`config.mk`:
```
export PLATFORM = sky130hd
export DESIGN_NAME = ecl_loader
export DESIGN_NICKNAME = d
export VERILOG_FILES = /design/src/hdl/ecl_pkg.sv /design/src/hdl/ecl_nvm_if.sv /design/src/hdl/ecl_loader.sv /design/src/hdl/ecl_nvm_mem.sv
export VERILOG_INCLUDE_DIRS = /design/src /design/src/hdl
export SDC_FILE = /design/constraint.sdc
export NUM_CORES = 1
export LEC_CHECK = 0
export BUFFER_PORTS_ARGS = -buffer_cell sky130_fd_sc_hd__buf_2
export CORE_MARGIN = 2
export CORE_UTILIZATION = 25
export CTS_BUF_LIST = sky130_fd_sc_hd__clkbuf_4 sky130_fd_sc_hd__clkbuf_8 sky130_fd_sc_hd__clkbuf_16
export CTS_CLUSTER_DIAMETER = 150
export DETAILED_ROUTE_END_ITERATION = 8
export PLACE_DENSITY_LB_ADDON = 0.3
export RECOVER_POWER = 100
export SYNTH_ARGS = -nofsm -noshare
export SYNTH_HDL_FRONTEND = slang
export SYNTH_SLANG_ARGS = --single-unit
```
`constraint.sdc`:
```
create_clock -name clk_sys_i -period 5.5 [get_ports clk_sys_i]
set_input_delay 0.275 -clock clk_sys_i [delete_from_list [all_inputs] [get_ports clk_sys_i]]
set_output_delay 0.275 -clock clk_sys_i [all_outputs]
set_load 0.02 [all_outputs]
```
`src/hdl/ecl_defs.svh`:
```
// Purpose: Constants of the configuration loader: map, fields, codes, timing.
// Assumes: One 250 MHz system clock.
// Notes:   Offsets of the control registers are local to this block.
`ifndef ECL_DEFS_SVH
`define ECL_DEFS_SVH
`define ECL_NVM_AW          6
`define ECL_NVM_DW          16
`define ECL_BASE_LAST       6'd15
`define ECL_PG0_FIRST       6'd16
`define ECL_PG0_LAST        6'd39
`define ECL_PG1_FIRST       6'd40
`define ECL_PG1_LAST        6'd63
`define ECL_CRC_WORD        6'h3f
`define ECL_CRC_POLY        16'h1021
`define ECL_CRC_INIT        16'hffff
`define ECL_ADDR_FALLBACK   7'h67
`define ECL_ADDR_UPPER      6'h34
`define ECL_UNLOCK_KEY      4'h5
`define ECL_CFG_REL_WORD    6'd20
`define ECL_CFG_A0_BIT      0
`define ECL_CFG_SER_BIT     1
`define ECL_OFS_CTRL        16'h0054
`define ECL_OFS_LOCK        16'h0055
`define ECL_OFS_NVM_ADDR    16'h0056
`define ECL_OFS_NVM_DATA    16'h0057
`define ECL_CTRL_VCO_RECALIBRATE_BIT  0
`define ECL_CTRL_COMMIT_BIT 1
`define ECL_CTRL_UPDCRC_BIT 2
`define ECL_CTRL_PAGE_BIT   3
`define ECL_NVM_WR_TIME_US  8000
`define ECL_CLK_MHZ         250
`define ECL_SYNC_WAIT       2'd3
`define ECL_FRAME_BYTES     3'd5
`endif

```
`src/hdl/ecl_pkg.sv`:
```
// Purpose: Types of the configuration loader.
// Assumes: Constants live in ecl_defs.svh.
// Notes:   States are one-hot.
package ecl_pkg;
  typedef enum logic [4:0] {
    ST_BOOT   = 5'b00001,
    ST_SCAN   = 5'b00010,
    ST_IDLE   = 5'b00100,
    ST_NVWR   = 5'b01000,
    ST_COMMIT = 5'b10000
  } ecl_state_e;

  typedef enum logic [1:0] {
    LVL_LOW  = 2'h0,
    LVL_HIGH = 2'h1,
    LVL_MID  = 2'h2
  } ecl_lvl_e;
endpackage

```
`src/hdl/ecl_nvm_if.sv`:
```
// Purpose: Port bundle between the loader and its configuration memory.
// Assumes: Read data appear one cycle after a read strobe.
// Notes:   None.
`timescale 1ns/1ps
`default_nettype none
interface ecl_nvm_if #(
  parameter int AW = 6,
  parameter int DW = 16
);
  logic          we;
  logic          re;
  logic [AW-1:0] addr;
  logic [DW-1:0] wdata;
  logic [DW-1:0] rdata;
  modport ctrl (output we, output re, output addr, output wdata, input rdata);
  modport mem  (input we, input re, input addr, input wdata, output rdata);
endinterface
`default_nettype wire

```
`src/hdl/ecl_loader.sv`:
```
// Purpose: Boot loader, CRC check, address select and write flows of the configuration store.
// Assumes: I2C bytes come decoded from a bit engine on clk_sys_i; the page pin level is asynchronous.
// Notes:   Bank writes leave on reg_wr_*; commit words are fetched combinationally via commit_word_i.
// Operation
// - Slave address is six fixed upper bits plus the stored low bit.
// - Fall-back boot answers on its own fixed address.
// - Page one with stored low bit zero answers at 68h.
// - Factory page zero keeps serial access off and runs pin mode.
// - A transfer is address byte, 16-bit offset, then 16-bit value.
// - Page pin sampled once after reset: low page 0, high page 1, mid default.
// - Page boot (pin low or high) reads the store, computes CRC, compares with stored CRC word; fall-back boot reads nothing.
// - Writing the CRC-update bit in idle, with no commit started, rescans and refreshes live CRC and match.
// - A CRC mismatch only sets status and blocks nothing.
// - Match bit and live CRC value are visible.
// - CRC uses polynomial x16+x12+x5+1.
// - Store writes only while the unlock key equals 5h.
// - Commit copies the base words and the selected page's words into the store.
// - Commit targets the selected page and starts on the trigger bit.
// - Recalibration bit starts a VCO calibration.
// - Direct access sees 64 words of 16 bits.
// - Each unlocked data write in idle programs a word and bumps the word address.
// - Store holds base page, page zero and page one.
// - Base words 0-15, page zero 16-39, page one 40-63.
// - Each loaded word goes to the bank by fixed mapping.
`timescale 1ns/1ps
`default_nettype none
`include "ecl_defs.svh"
module ecl_loader #(
  parameter int unsigned WR_CYC = `ECL_NVM_WR_TIME_US * `ECL_CLK_MHZ,
  parameter int unsigned CNT_W  = 21
) (
  input  wire logic        clk_sys_i,
  input  wire logic        sys_rst_i,
  input  wire logic [1:0]  page_select_level_i,
  input  wire logic        i2c_start_i,
  input  wire logic        i2c_stop_i,
  input  wire logic        i2c_byte_valid_i,
  input  wire logic [7:0]  i2c_byte_i,
  input  wire logic [15:0] commit_word_i,
  output logic             i2c_ack_o,
  output logic             reg_wr_valid_o,
  output logic [15:0]      reg_wr_offset_o,
  output logic [15:0]      reg_wr_data_o,
  output logic             load_valid_o,
  output logic [5:0]       load_word_idx_o,
  output logic [15:0]      load_word_o,
  output logic [5:0]       commit_word_idx_o,
  output logic             vco_recalibrate_o,
  output logic [15:0]      live_crc_value_o,
  output logic             crc_match_o,
  output logic             boot_done_o,
  output logic             fallback_o,
  output logic             pin_mode_o,
  output logic             serial_en_o,
  output logic [6:0]       slave_addr_o,
  output logic [5:0]       nvm_word_addr_o,
  output logic             nvm_busy_o
);
  ecl_nvm_if #(.AW(`ECL_NVM_AW), .DW(`ECL_NVM_DW)) nvm ();

  ecl_nvm_mem #(.AW(`ECL_NVM_AW), .DW(`ECL_NVM_DW)) u_mem (
    .clk_sys_i (clk_sys_i),
    .sys_rst_i (sys_rst_i),
    .bus       (nvm.mem)
  );

  // CCITT CRC-16, one data word at a time, most significant bit first.
  function automatic logic [15:0] crc_step(input logic [15:0] c, input logic [15:0] w);
    logic [15:0] r;
    logic        fb;
    r = c;
    for (int i = 15; i >= 0; i--) begin
      fb = r[15] ^ w[i];
      r  = {r[14:0], 1'b0};
      if (fb) begin
        r = r ^ `ECL_CRC_POLY;
      end
    end
    return r;
  endfunction

  ecl_pkg::ecl_state_e st_q, st_d;
  logic [1:0]        sync1_q, sync2_q;
  logic [1:0]        bootcnt_q, bootcnt_d;
  logic [6:0]        idx_q, idx_d;
  logic [5:0]        pidx_q, pidx_d, ldi_q, ldi_d, naddr_q, naddr_d, cidx_q, cidx_d;
  logic [15:0]       crc_q, crc_d, live_q, live_d, ofs_q, ofs_d, rwa_q, rwa_d;
  logic [15:0]       rwd_q, rwd_d, ldw_q, ldw_d;
  logic              pend_q, pend_d, scan_ld_q, scan_ld_d, match_q, match_d, page_hi_q, page_hi_d;
  logic              fb_q, fb_d, a0_q, a0_d, ser_q, ser_d, pin_q, pin_d, done_q, done_d;
  logic              ack_q, ack_d, rwv_q, rwv_d, ldv_q, ldv_d, vco_recalibrate_q, vco_recalibrate_d;
  logic              cpage_q, cpage_d, cact_q, cact_d, busy_q, busy_d;
  logic [2:0]        bcnt_q, bcnt_d;
  logic [7:0]        vhi_q, vhi_d;
  logic [3:0]        key_q, key_d;
  logic [CNT_W-1:0]  wcnt_q, wcnt_d;
  logic [6:0]        saddr_q, saddr_d;
  logic [5:0]        pfirst, plast, cfg_word, cfirst, clast;
  logic [15:0]       val;
  logic              idle;

  assign pfirst   = page_hi_q ? `ECL_PG1_FIRST : `ECL_PG0_FIRST;
  assign plast    = page_hi_q ? `ECL_PG1_LAST : `ECL_PG0_LAST;
  assign cfg_word = pfirst + `ECL_CFG_REL_WORD;
  assign cfirst   = cpage_q ? `ECL_PG1_FIRST : `ECL_PG0_FIRST;
  assign clast    = cpage_q ? `ECL_PG1_LAST : `ECL_PG0_LAST;
  assign val      = {vhi_q, i2c_byte_i};
  assign idle     = (st_q == ecl_pkg::ST_IDLE);

  always_comb begin
    st_d      = st_q;
    bootcnt_d = bootcnt_q;
    idx_d     = idx_q;
    pend_d    = 1'b0;
    pidx_d    = pidx_q;
    scan_ld_d = scan_ld_q;
    crc_d     = crc_q;
    live_d    = live_q;
    match_d   = match_q;
    page_hi_d = page_hi_q;
    fb_d      = fb_q;
    a0_d      = a0_q;
    ser_d     = ser_q;
    pin_d     = pin_q;
    done_d    = done_q;
    bcnt_d    = bcnt_q;
    ofs_d     = ofs_q;
    vhi_d     = vhi_q;
    ack_d     = 1'b0;
    rwv_d     = 1'b0;
    rwa_d     = rwa_q;
    rwd_d     = rwd_q;
    ldv_d     = 1'b0;
    ldi_d     = ldi_q;
    ldw_d     = ldw_q;
    vco_recalibrate_d   = 1'b0;
    key_d     = key_q;
    naddr_d   = naddr_q;
    cpage_d   = cpage_q;
    cact_d    = cact_q;
    cidx_d    = cidx_q;
    wcnt_d    = wcnt_q;
    nvm.we    = 1'b0;
    nvm.re    = 1'b0;
    nvm.addr  = idx_q[5:0];
    nvm.wdata = commit_word_i;
    unique case (st_q)
      ecl_pkg::ST_BOOT: begin
        if (bootcnt_q == `ECL_SYNC_WAIT) begin
          if (sync2_q == ecl_pkg::LVL_MID) begin
            fb_d   = 1'b1;
            ser_d  = 1'b1;
            done_d = 1'b1;
            st_d   = ecl_pkg::ST_IDLE;
          end else begin
            page_hi_d = (sync2_q == ecl_pkg::LVL_HIGH);
            scan_ld_d = 1'b1;
            idx_d     = '0;
            crc_d     = `ECL_CRC_INIT;
            st_d      = ecl_pkg::ST_SCAN;
          end
        end else begin
          bootcnt_d = bootcnt_q + 2'd1;
        end
      end
      ecl_pkg::ST_SCAN: begin
        if (!idx_q[6]) begin
          nvm.re = 1'b1;
          pend_d = 1'b1;
          pidx_d = idx_q[5:0];
          idx_d  = idx_q + 7'd1;
        end
        if (pend_q) begin
          if (pidx_q != `ECL_CRC_WORD) begin
            crc_d = crc_step(crc_q, nvm.rdata);
          end
          if (scan_ld_q && (pidx_q <= `ECL_BASE_LAST || (pidx_q >= pfirst && pidx_q <= plast))) begin
            ldv_d = 1'b1;
            ldi_d = pidx_q;
            ldw_d = nvm.rdata;
          end
          if (scan_ld_q && pidx_q == cfg_word) begin
            a0_d  = nvm.rdata[`ECL_CFG_A0_BIT];
            ser_d = nvm.rdata[`ECL_CFG_SER_BIT];
            pin_d = !nvm.rdata[`ECL_CFG_SER_BIT];
          end
          if (pidx_q == `ECL_CRC_WORD) begin
            live_d    = crc_q;
            match_d   = (crc_q == nvm.rdata);
            done_d    = 1'b1;
            scan_ld_d = 1'b0;
            st_d      = ecl_pkg::ST_IDLE;
          end
        end
      end
      ecl_pkg::ST_IDLE: begin
      end
      ecl_pkg::ST_NVWR: begin
        if (wcnt_q == '0) begin
          st_d = cact_q ? ecl_pkg::ST_COMMIT : ecl_pkg::ST_IDLE;
        end else begin
          wcnt_d = wcnt_q - CNT_W'(1);
        end
      end
      ecl_pkg::ST_COMMIT: begin
        nvm.we   = 1'b1;
        nvm.addr = cidx_q;
        wcnt_d   = CNT_W'(WR_CYC - 1);
        st_d     = ecl_pkg::ST_NVWR;
        if (cidx_q == clast) begin
          cact_d = 1'b0;
        end else begin
          cidx_d = (cidx_q == `ECL_BASE_LAST) ? cfirst : cidx_q + 6'd1;
        end
      end
      default: begin
        st_d = ecl_pkg::ST_IDLE;
      end
    endcase
    if (i2c_start_i) begin
      bcnt_d = '0;
    end else if (i2c_stop_i) begin
      bcnt_d = `ECL_FRAME_BYTES;
    end else if (i2c_byte_valid_i && bcnt_q < `ECL_FRAME_BYTES) begin
      ack_d  = 1'b1;
      bcnt_d = bcnt_q + 3'd1;
      unique case (bcnt_q)
        3'd0: begin
          if (!(ser_q && done_q && i2c_byte_i[7:1] == saddr_q && !i2c_byte_i[0])) begin
            ack_d  = 1'b0;
            bcnt_d = `ECL_FRAME_BYTES;
          end
        end
        3'd1: ofs_d[15:8] = i2c_byte_i;
        3'd2: ofs_d[7:0] = i2c_byte_i;
        3'd3: vhi_d = i2c_byte_i;
        default: begin
          rwv_d = 1'b1;
          rwa_d = ofs_q;
          rwd_d = val;
          if (ofs_q == `ECL_OFS_CTRL) begin
            vco_recalibrate_d = val[`ECL_CTRL_VCO_RECALIBRATE_BIT];
            cpage_d = val[`ECL_CTRL_PAGE_BIT];
            if (idle && val[`ECL_CTRL_COMMIT_BIT] && key_q == `ECL_UNLOCK_KEY) begin
              cact_d = 1'b1;
              cidx_d = '0;
              st_d   = ecl_pkg::ST_COMMIT;
            end else if (idle && val[`ECL_CTRL_UPDCRC_BIT]) begin
              idx_d = '0;
              crc_d = `ECL_CRC_INIT;
              st_d  = ecl_pkg::ST_SCAN;
            end
          end else if (ofs_q == `ECL_OFS_LOCK) begin
            key_d = val[3:0];
          end else if (ofs_q == `ECL_OFS_NVM_ADDR && idle) begin
            naddr_d = val[5:0];
          end else if (ofs_q == `ECL_OFS_NVM_DATA && idle && key_q == `ECL_UNLOCK_KEY) begin
            nvm.we    = 1'b1;
            nvm.addr  = naddr_q;
            nvm.wdata = val;
            naddr_d   = naddr_q + 6'd1;
            wcnt_d    = CNT_W'(WR_CYC - 1);
            st_d      = ecl_pkg::ST_NVWR;
          end
        end
      endcase
    end
    busy_d  = (st_d != ecl_pkg::ST_IDLE);
    saddr_d = fb_d ? `ECL_ADDR_FALLBACK : {`ECL_ADDR_UPPER, a0_d};
  end

  always_ff @(posedge clk_sys_i or posedge sys_rst_i) begin
    if (sys_rst_i) begin
      st_q      <= ecl_pkg::ST_BOOT;
      crc_q     <= `ECL_CRC_INIT;
      bcnt_q    <= `ECL_FRAME_BYTES;
      busy_q    <= 1'b1;
      saddr_q   <= {`ECL_ADDR_UPPER, 1'b0};
      {sync1_q, sync2_q, bootcnt_q, idx_q, pend_q, pidx_q, scan_ld_q, live_q, match_q} <= '0;
      {page_hi_q, fb_q, a0_q, ser_q, pin_q, done_q, ofs_q, vhi_q, ack_q, rwv_q, rwa_q, rwd_q} <= '0;
      {ldv_q, ldi_q, ldw_q, vco_recalibrate_q, key_q, naddr_q, cpage_q, cact_q, cidx_q, wcnt_q} <= '0;
    end else begin
      st_q      <= st_d;
      sync1_q   <= page_select_level_i;
      sync2_q   <= sync1_q;
      bootcnt_q <= bootcnt_d;
      idx_q     <= idx_d;
      pend_q    <= pend_d;
      pidx_q    <= pidx_d;
      scan_ld_q <= scan_ld_d;
      crc_q     <= crc_d;
      live_q    <= live_d;
      match_q   <= match_d;
      page_hi_q <= page_hi_d;
      fb_q      <= fb_d;
      a0_q      <= a0_d;
      ser_q     <= ser_d;
      pin_q     <= pin_d;
      done_q    <= done_d;
      bcnt_q    <= bcnt_d;
      ofs_q     <= ofs_d;
      vhi_q     <= vhi_d;
      ack_q     <= ack_d;
      rwv_q     <= rwv_d;
      rwa_q     <= rwa_d;
      rwd_q     <= rwd_d;
      ldv_q     <= ldv_d;
      ldi_q     <= ldi_d;
      ldw_q     <= ldw_d;
      vco_recalibrate_q   <= vco_recalibrate_d;
      key_q     <= key_d;
      naddr_q   <= naddr_d;
      cpage_q   <= cpage_d;
      cact_q    <= cact_d;
      cidx_q    <= cidx_d;
      wcnt_q    <= wcnt_d;
      busy_q    <= busy_d;
      saddr_q   <= saddr_d;
    end
  end

  assign {i2c_ack_o, reg_wr_valid_o, reg_wr_offset_o, reg_wr_data_o} = {ack_q, rwv_q, rwa_q, rwd_q};
  assign {load_valid_o, load_word_idx_o, load_word_o, commit_word_idx_o} = {ldv_q, ldi_q, ldw_q, cidx_q};
  assign {vco_recalibrate_o, live_crc_value_o, crc_match_o, boot_done_o} = {vco_recalibrate_q, live_q, match_q, done_q};
  assign {fallback_o, pin_mode_o, serial_en_o, slave_addr_o} = {fb_q, pin_q, ser_q, saddr_q};
  assign {nvm_word_addr_o, nvm_busy_o} = {naddr_q, busy_q};
endmodule
`default_nettype wire

```
`src/hdl/ecl_nvm_mem.sv`:
```
// Purpose: Word array that stands for the non-volatile configuration store.
// Assumes: One access per cycle; read data come from a register.
// Notes:   Contents start at zero so that a first boot scan is defined.
`timescale 1ns/1ps
`default_nettype none
module ecl_nvm_mem #(
  parameter int AW = 6,
  parameter int DW = 16
) (
  input  wire logic clk_sys_i,
  input  wire logic sys_rst_i,
  ecl_nvm_if.mem    bus
);
  logic [DW-1:0] mem_q [2**AW] = '{default: '0};
  logic [DW-1:0] rdata_q;
  logic [DW-1:0] rdata_d;

  always_comb begin
    rdata_d = bus.re ? mem_q[bus.addr] : rdata_q;
  end

  always_ff @(posedge clk_sys_i) begin
    if (bus.we) begin
      mem_q[bus.addr] <= bus.wdata;
    end
  end

  always_ff @(posedge clk_sys_i or posedge sys_rst_i) begin
    if (sys_rst_i) begin
      rdata_q <= '0;
    end else begin
      rdata_q <= rdata_d;
    end
  end

  assign bus.rdata = rdata_q;
endmodule
`default_nettype wire

```
==> metrics.csv, run 1 <==
stage;metric;value;unit
setup_path;worstPathArrival;5.54;ns
sta;worst_slew_pin_slew;3.36;ns
clock_tree;cts_inserted_buffers;130;
grt;global_route.usage.met1;21.1;%
synth;synth_seq_cells;1232;
die;rows;162;
setup_path;cp-end-kind;flop;
setup_path;critPathMaxFanout;24;
route;drc;0;
route;drt_iter0_drc;3475;
cells_and_area;fill_cells;19400;
cells_and_area;final_common_cell;edfxtp_1;
route;ant_nets;0;
sta;rsz0062_at_grt;no;
clock_tree;clk_latency;0.78;ns
grt;grt_usage;15.6;%
synth;synth_flop_cell;edfxtp_1;
pwr;leakagePower;19.4;nW
route;via_per_inst;4.87;
cells_and_area;drive_gt1_share;15.6;%
run_status;failed_checks;capacitance limit, slew limit;
die;start_util;25.1;%
sta;hold_viol;0;
grt;grt_max_degree;139;
min_path;hold_class;in -> reg;
placed_design;portBuffers;126;
grt;antenna_found_initial;6;
route;drt-wirelength-per-cell;25.3;um
synth;ys_types;78;
clock_tree;cts_max_level;4;
sta;slew_violations;120;
sta;setup-tns-final;0;ns
synth;ys_seq_area_share;73.9;%
route;dr.pass1.iters;6;
cells_and_area;final_cell_mix;1,024 x edfxtp_1, 416 x nand2_1, 187 x dfrtp_1;
synth;syn_area_per_cell;14.8;um^2
pwr;p_total;19.8;mW
sta;finClkSkew;0.0410;ns
cells_and_area;final_util;29.9;%
placed_design;routabilityCongestion;0.868;
die;dieHeight;445;um
synth;async_flop_share;16.9;%
grt;grt_pass1_wl;224000;um
clock_tree;cts-resized-gates;0;
clock_tree;cts_root_buf;clkbuf_16;
sta;finalSetupViolations;0;
setup_path;crit_type;reg -> reg;
grt;gr-usage-met2;25.2;%
setup_path;start_kind;flop;
clock_tree;ctsHoldBuffers;16;
pwr;cellPowerDensity;340;nW/um^2
cells_and_area;regArea;36000;um^2
cells_and_area;multi_input_area;11900;um^2
clock_tree;cts_tree;yes;
die;io_pins;130;
cells_and_area;syn_to_final_growth;19.2;%
die;dieArea;198000;um^2
sta;fin_crit_sh;94.0;%
clock_tree;path_clk_slew;0.06;ns
route;num_vias;30400;
cells_and_area;layout.nets;3639;
clock_tree;cts_setup_buffers;0;
job;cap_viol_max_count;5;
grt;grt_overflow;0;
die;die_w;445;um
clock_tree;cts_sinks;1232;
grt;grt.met3_usage;2.63;%
synth;syn_area;48700;um^2
sta;period_minus_slack;5.17;ns
placed_design;pre_cts_slack;0.572;ns
sta;max_slew_margin;-124;%
sta;setup_ws;0.330;ns
route;drt_wl_total;158000;um
run_status;status;finished, violations left;
setup_path;required;5.87;ns
synth;syn_inst;3281;
pwr;ir_drop;0.235;mV
die;core-area;194000;um^2
grt;grt_pass1_vias;29200;
clock_tree;clock_path_buffers;3;
sta;fmax;193;MHz
placed_design;dp_hpwl;101000;um
synth;synth_edf_count;1024;
grt;grt.busiest_layer;met2;
synth;yosysWarningCount;0;
==> path summary, 6_finish.rpt <==
| path | start | endpoint | slack (ns) | depth (start not counted) |
|---|---|---|---|---|
| setup / recovery | bcnt_q[0] | u_mem.mem_q[18][10] | 0.33 | 12 |
| hold / removal | page_select_level_i[1] | sync1_q[1] | 0.15 | 2 |
| setup reg to reg | bcnt_q[0] | u_mem.mem_q[18][10] | 0.33 | 12 |
| hold reg to reg | sync1_q[1] | sync2_q[1] | 0.36 | 0 |
| max in group asynchronous | sys_rst_i | load_word_o[14] | 1.15 | 4 |
| min in group asynchronous | sys_rst_i | live_crc_value_o[15] | 0.48 | 3 |
==> through the flow <==
step	instances	cell area [um^2]	hold slack, ns
after global placement	5987	53900	0.348
after floorplan	3282	48700	0.304
after detailed placement	5987	53900	0.340
after global routing	6241	58000	0.134
after CTS	6239	58500	0.0924
final	6246	58100	0.151
==> per-layer routing <==
metal	share of wire (%)	wire, um
met5	0.0082	13
met3	7.0	11000
met1	43	67200
met2	47	74600
met4	3.2	5070
==> power breakdown <==
part | internal, mW | switching (mW)
Clock | 5.30 | 3.79
Combinational | 0.0960 | 0.328
Sequential | 10.2 | 0.0495
Total | 15.6 | 4.16
==> cell type report <==
| cell class | instances | area share, % |
|---|---|---|
| Tap cell | 2542 | 5.48 |
| Antenna cell | 7 | 0.0302 |
| Timing Repair Buffer | 361 | 4.16 |
| Multi-Input combinational cell | 1846 | 20.6 |
| Inverter | 22 | 0.144 |
| Sequential cell | 1232 | 62.0 |
| Clock inverter | 62 | 1.35 |
| Clock buffer | 174 | 6.30 |
==> Yosys cell counts (6+ instances only) <==
cell type	instances	share of area (%)
edfxtp_1	1024	63
nand2_1	427	3.3
dfrtp_1	187	9.6
mux2i_1	177	3.6
nor2_1	160	1.2
a22oi_1	153	2.4
a21oi_1	136	1.4
o21ai_0	87	0.89
mux2_2	81	1.9
o22ai_1	80	1.0
buf_2	79	0.81
clkbuf_1	71	0.55
nand3_1	57	0.59
xnor2_1	41	0.74
a221oi_1	37	0.67
a22o_1	37	0.67
a222oi_1	32	0.66
a31oi_1	32	0.41
nor3_1	32	0.33
nand4_1	22	0.28
nor4_1	22	0.28
xor2_1	22	0.40
dfstp_2	21	1.1
o211ai_1	21	0.32
inv_1	20	0.15
ha_1	15	0.39
nand2b_1	15	0.19
buf_1	13	0.10
or3_1	13	0.17
and3_1	12	0.15
buf_4	12	0.18
nor2b_1	12	0.15
o2111ai_1	11	0.20
a211oi_1	10	0.15
or4_1	9	0.14
o21ai_1	8	0.082
nand3b_1	7	0.11
nor3b_1	6	0.092
o22a_1	6	0.11
==> logic make-up (layout without fill, tap and decap cells) <==
family          after synthesis  in the layout  share of synthesized area [%]
flops                      1232           1232                           73.9
simple gates                822            822                           7.56
compound gates              683            683                           9.52
mux                         260            260                           5.57
buf+inv                     204            619                           1.96
xor+xnor                     63             63                           1.13
fa+ha+maj                    15             15                          0.385
other cells                   2             10                         0.0154
==> worst max-delay path, stage by stage, from the launching register on <==
cell	delay, ns
dfstp_1	0.60
inv_1	0.09
ha_1	0.22
nor3_1	0.20
o21bai_1	0.14
nor4_2	0.36
buf_4	0.22
mux2_1	0.90
buf_12	0.30
clkbuf_1	0.36
nand2_1	0.53
nor2_1	0.23
clkbuf_2	0.57
==> flip-flops by register name, indices dropped and copies added, names as in the netlist, 2 cells and up <==
name,count
key_q,4
live_crc_value_o,16
wcnt_q,21
crc_q,16
idx_q,7
u_mem.mem_q,1024
bootcnt_q,2
st_q,5
sync1_q,2
pidx_q,6
load_word_o,16
ofs_q,16
reg_wr_data_o,16
load_word_idx_o,6
vhi_q,8
commit_word_idx_o,6
reg_wr_offset_o,16
bcnt_q,3
sync2_q,2
u_mem.bus.rdata,16
nvm_word_addr_o,6
slave_addr_o,3
No activity file was read; power rests on OpenSTA's default activity.
==> run 2: changes to the inputs <==
--- a/config.mk
+++ b/config.mk
@@ -13,7 +13,7 @@
 export CTS_CLUSTER_DIAMETER = 150
 export DETAILED_ROUTE_END_ITERATION = 8
 export PLACE_DENSITY_LB_ADDON = 0.3
-export RECOVER_POWER = 100
+export RECOVER_POWER = 25
 export SYNTH_ARGS = -nofsm -noshare
 export SYNTH_HDL_FRONTEND = slang
 export SYNTH_SLANG_ARGS = --single-unit
==> constraint.sdc (replaced) <==
create_clock -name clk_sys_i -period 6.2 [get_ports clk_sys_i]
set_input_delay 0.31 -clock clk_sys_i [delete_from_list [all_inputs] [get_ports clk_sys_i]]
set_output_delay 0.31 -clock clk_sys_i [all_outputs]
set_load 0.02 [all_outputs]
==> run 2 against run 1 <==
Net effect:
- routed wire length is 3.7% higher
- critical path type unchanged
- core utilization is 0.16 points lower
- cell count is 0.46% lower
- total power is 13% lower
- the flow still finishes with violations (capacitance limit, slew limit)
- clock power is 15% lower
==> metrics.csv, run 2 (synthesis gave the netlist of run 1 again) <==
stage;metric;value;unit;change
clock_tree;cts_max_level;4;;unchanged
grt;grt_usage;16.2;%;+0.66 points
clock_tree;cts_inserted_buffers;133;;+2.3%
job;cap_viol_max_count;4;;-1
sta;setup-tns-final;0;ns;unchanged
cells_and_area;final_cell_mix;1,024 x edfxtp_1, 416 x nand2_1, 187 x dfrtp_1;;
sta;finalSetupViolations;0;;unchanged
route;drt_wl_total;164000;um;+3.7%
die;dieHeight;445;um;unchanged
placed_design;routabilityCongestion;0.852;;-1.9%
placed_design;place_area;53600;um^2;-0.61%
route;ant_nets;0;;unchanged
sta;setup_ws;1.05;ns;+0.721 ns
setup_path;start_kind;flop;;
min_path;hold_class;in -> reg;;
run_status;status;finished, violations left;;
setup_path;r2r_start;st_q[4];;
sta;fin_crit_sh;83.1;%;-11 points
route;drt-wirelength-per-cell;26.3;um;+4.2%
setup_path;r2r-end;u_mem.bus.rdata[10];;
placed_design;dp_hpwl;103000;um;+2.1%
route;drt_iter0_drc;4242;;+22%
sta;period_minus_slack;5.15;ns;-0.0207 ns
die;die_w;445;um;unchanged
clock_tree;cts_root_buf;clkbuf_16;;
cells_and_area;final_area;57700;um^2;-0.54%
placed_design;place_inst;5961;;-0.43%
cells_and_area;drive_gt1_share;15.6;%;about the same
cells_and_area;largest-register;u_mem.mem_q;;
sta;finClkSkew;0.0489;ns;+0.00790 ns
setup_path;crit_type;reg -> reg;;
min_path;whs_path_depth;2;;unchanged
sta;whs;0.166;ns;+0.0156 ns
setup_path;critPathMaxFanout;36;;+50%
cells_and_area;final_util;29.7;%;-0.16 points
setup_path;worstPathArrival;5.78;ns;+0.24 ns
grt;grt_pass1_wl;232000;um;+3.7%
sta;rsz0062_at_grt;no;;
setup_path;required;6.83;ns;+0.96 ns
die;io_pins;130;;unchanged
grt;grt_overflow;0;;unchanged
clock_tree;clock_path_buffers;3;;unchanged
sta;slew_violations;257;;+110%
cells_and_area;syn_to_final_growth;18.5;%;
pwr;leakagePower;19.2;nW;-0.81%
cells_and_area;largest_register_ffs;1024;;unchanged
pwr;p_total;17.1;mW;-13%
placed_design;pre_cts_slack;1.35;ns;+0.777 ns
clock_tree;cts-resized-gates;0;;unchanged
sta;worst_slew_pin_slew;4.43;ns;+1.07 ns
grt;antenna_found_initial;4;;-2
clock_tree;cts_tree;yes;;
route;drc;0;;unchanged
die;core-area;194000;um^2;unchanged
die;start_util;25.1;%;unchanged
setup_path;r2r_slack;1.05;ns;+0.72 ns
route;via_per_inst;4.99;;+2.4%
clock_tree;path_clk_slew;0.07;ns;about the same
cells_and_area;layout.nets;3616;;-0.63%
pwr;ir_drop;0.266;mV;+13%
route;num_vias;31000;;+1.9%
die;dieArea;198000;um^2;unchanged
route;dr.pass1.iters;6;;unchanged
pwr;cellPowerDensity;297;nW/um^2;-13%
setup_path;cp-end-kind;flop;;
cells_and_area;top_regs;u_mem.mem_q: 1024 flops, wcnt_q: 21 flops;;
sta;hold_viol;0;;unchanged
sta;fmax;194;MHz;+0.40%
sta;max_slew_margin;-197;%;-73 points
run_status;failed_checks;capacitance limit, slew limit;;
min_path;hold_start;page_select_level_i[1];;
die;rows;162;;unchanged
setup_path;worst-r2r-cell-count;11;;-1
placed_design;portBuffers;126;;unchanged
clock_tree;clk_latency;0.79;ns;about the same
grt;grt_pass1_vias;30100;;+3.0%
clock_tree;cts_sinks;1232;;unchanged
cells_and_area;final_common_cell;edfxtp_1;;
cells_and_area;finalNonFillerCells;6217;;-0.46%
min_path;holdPathEnd;sync1_q[1];;
grt;grt_max_degree;129;;-7.2%
[run 2: cell count changes in the layout (fill, tap and decap cells not counted), sizes merged]
| cell | change |
|---|---|
| clkbuf | -71 |
| buf | +47 |
| bufinv | -9 |
| clkinv | +7 |
| clkinvlp | +2 |
| diode | -2 |
| inv | -2 |
| dlymetal6s2s | -1 |
[run 2: power breakdown]
part           internal [mW]  switching, mW
Sequential              9.04         0.0440
Combinational         0.0837          0.287
Clock                   4.33           3.36
[run 2: critical path, cell delays in order, from the launching register on]
cell and delay [ns]:
dfrtp_1 0.48, nor3_1 0.56, nand4_1 0.26, nor4_1 0.43, buf_12 0.36, mux2_4 0.60
buf_4 0.29, a22o_1 0.23, a221oi_1 0.22, o221ai_1 0.27, a211oi_1 1.04, a31oi_1 0.19
[run 2: final cells by class]
type	count	area (um^2)
clock inverters	60	527
diodes	5	12.5
inverters	22	83.8
flip-flops and latches	1232	36000
repair buffers	335	2300
multi-input cells	1846	12000
well taps	2542	3180
fillers	19400	136000
clock buffers	175	3670
[run 2: timing repair]
action,CTS,global route
endpoints found under the setup margin,0,0
setup buffers,0,0
hold endpoints to repair,95,0
hold buffers,16,0
[run 2: worst max path at each step]
stage,to,from,depth (start not counted)
2_1_floorplan,a0_q,sys_rst_i,1
3_3_place_gp,u_mem.bus.rdata[6],bcnt_q[0],12
3_5_place_dp,u_mem.bus.rdata[9],bcnt_q[0],13
4_1_cts,u_mem.bus.rdata[9],bcnt_q[0],13
5_1_grt,reg_wr_data_o[8],sys_rst_i,4
6_report,u_mem.bus.rdata[10],st_q[4],11
[run 2: metal layers]
| layer | vias up | wire length (um) | global-route usage, % |
|---|---|---|---|
| li1 | 13300 | - | - |
| met1 | 16100 | 70200 | 22.6 |
| met2 | 1433 | 76300 | 25.9 |
| met3 | 236 | 12900 | 2.56 |
| met4 | 0 | 4420 | 5.07 |
| met5 | - | 0 | 0 |
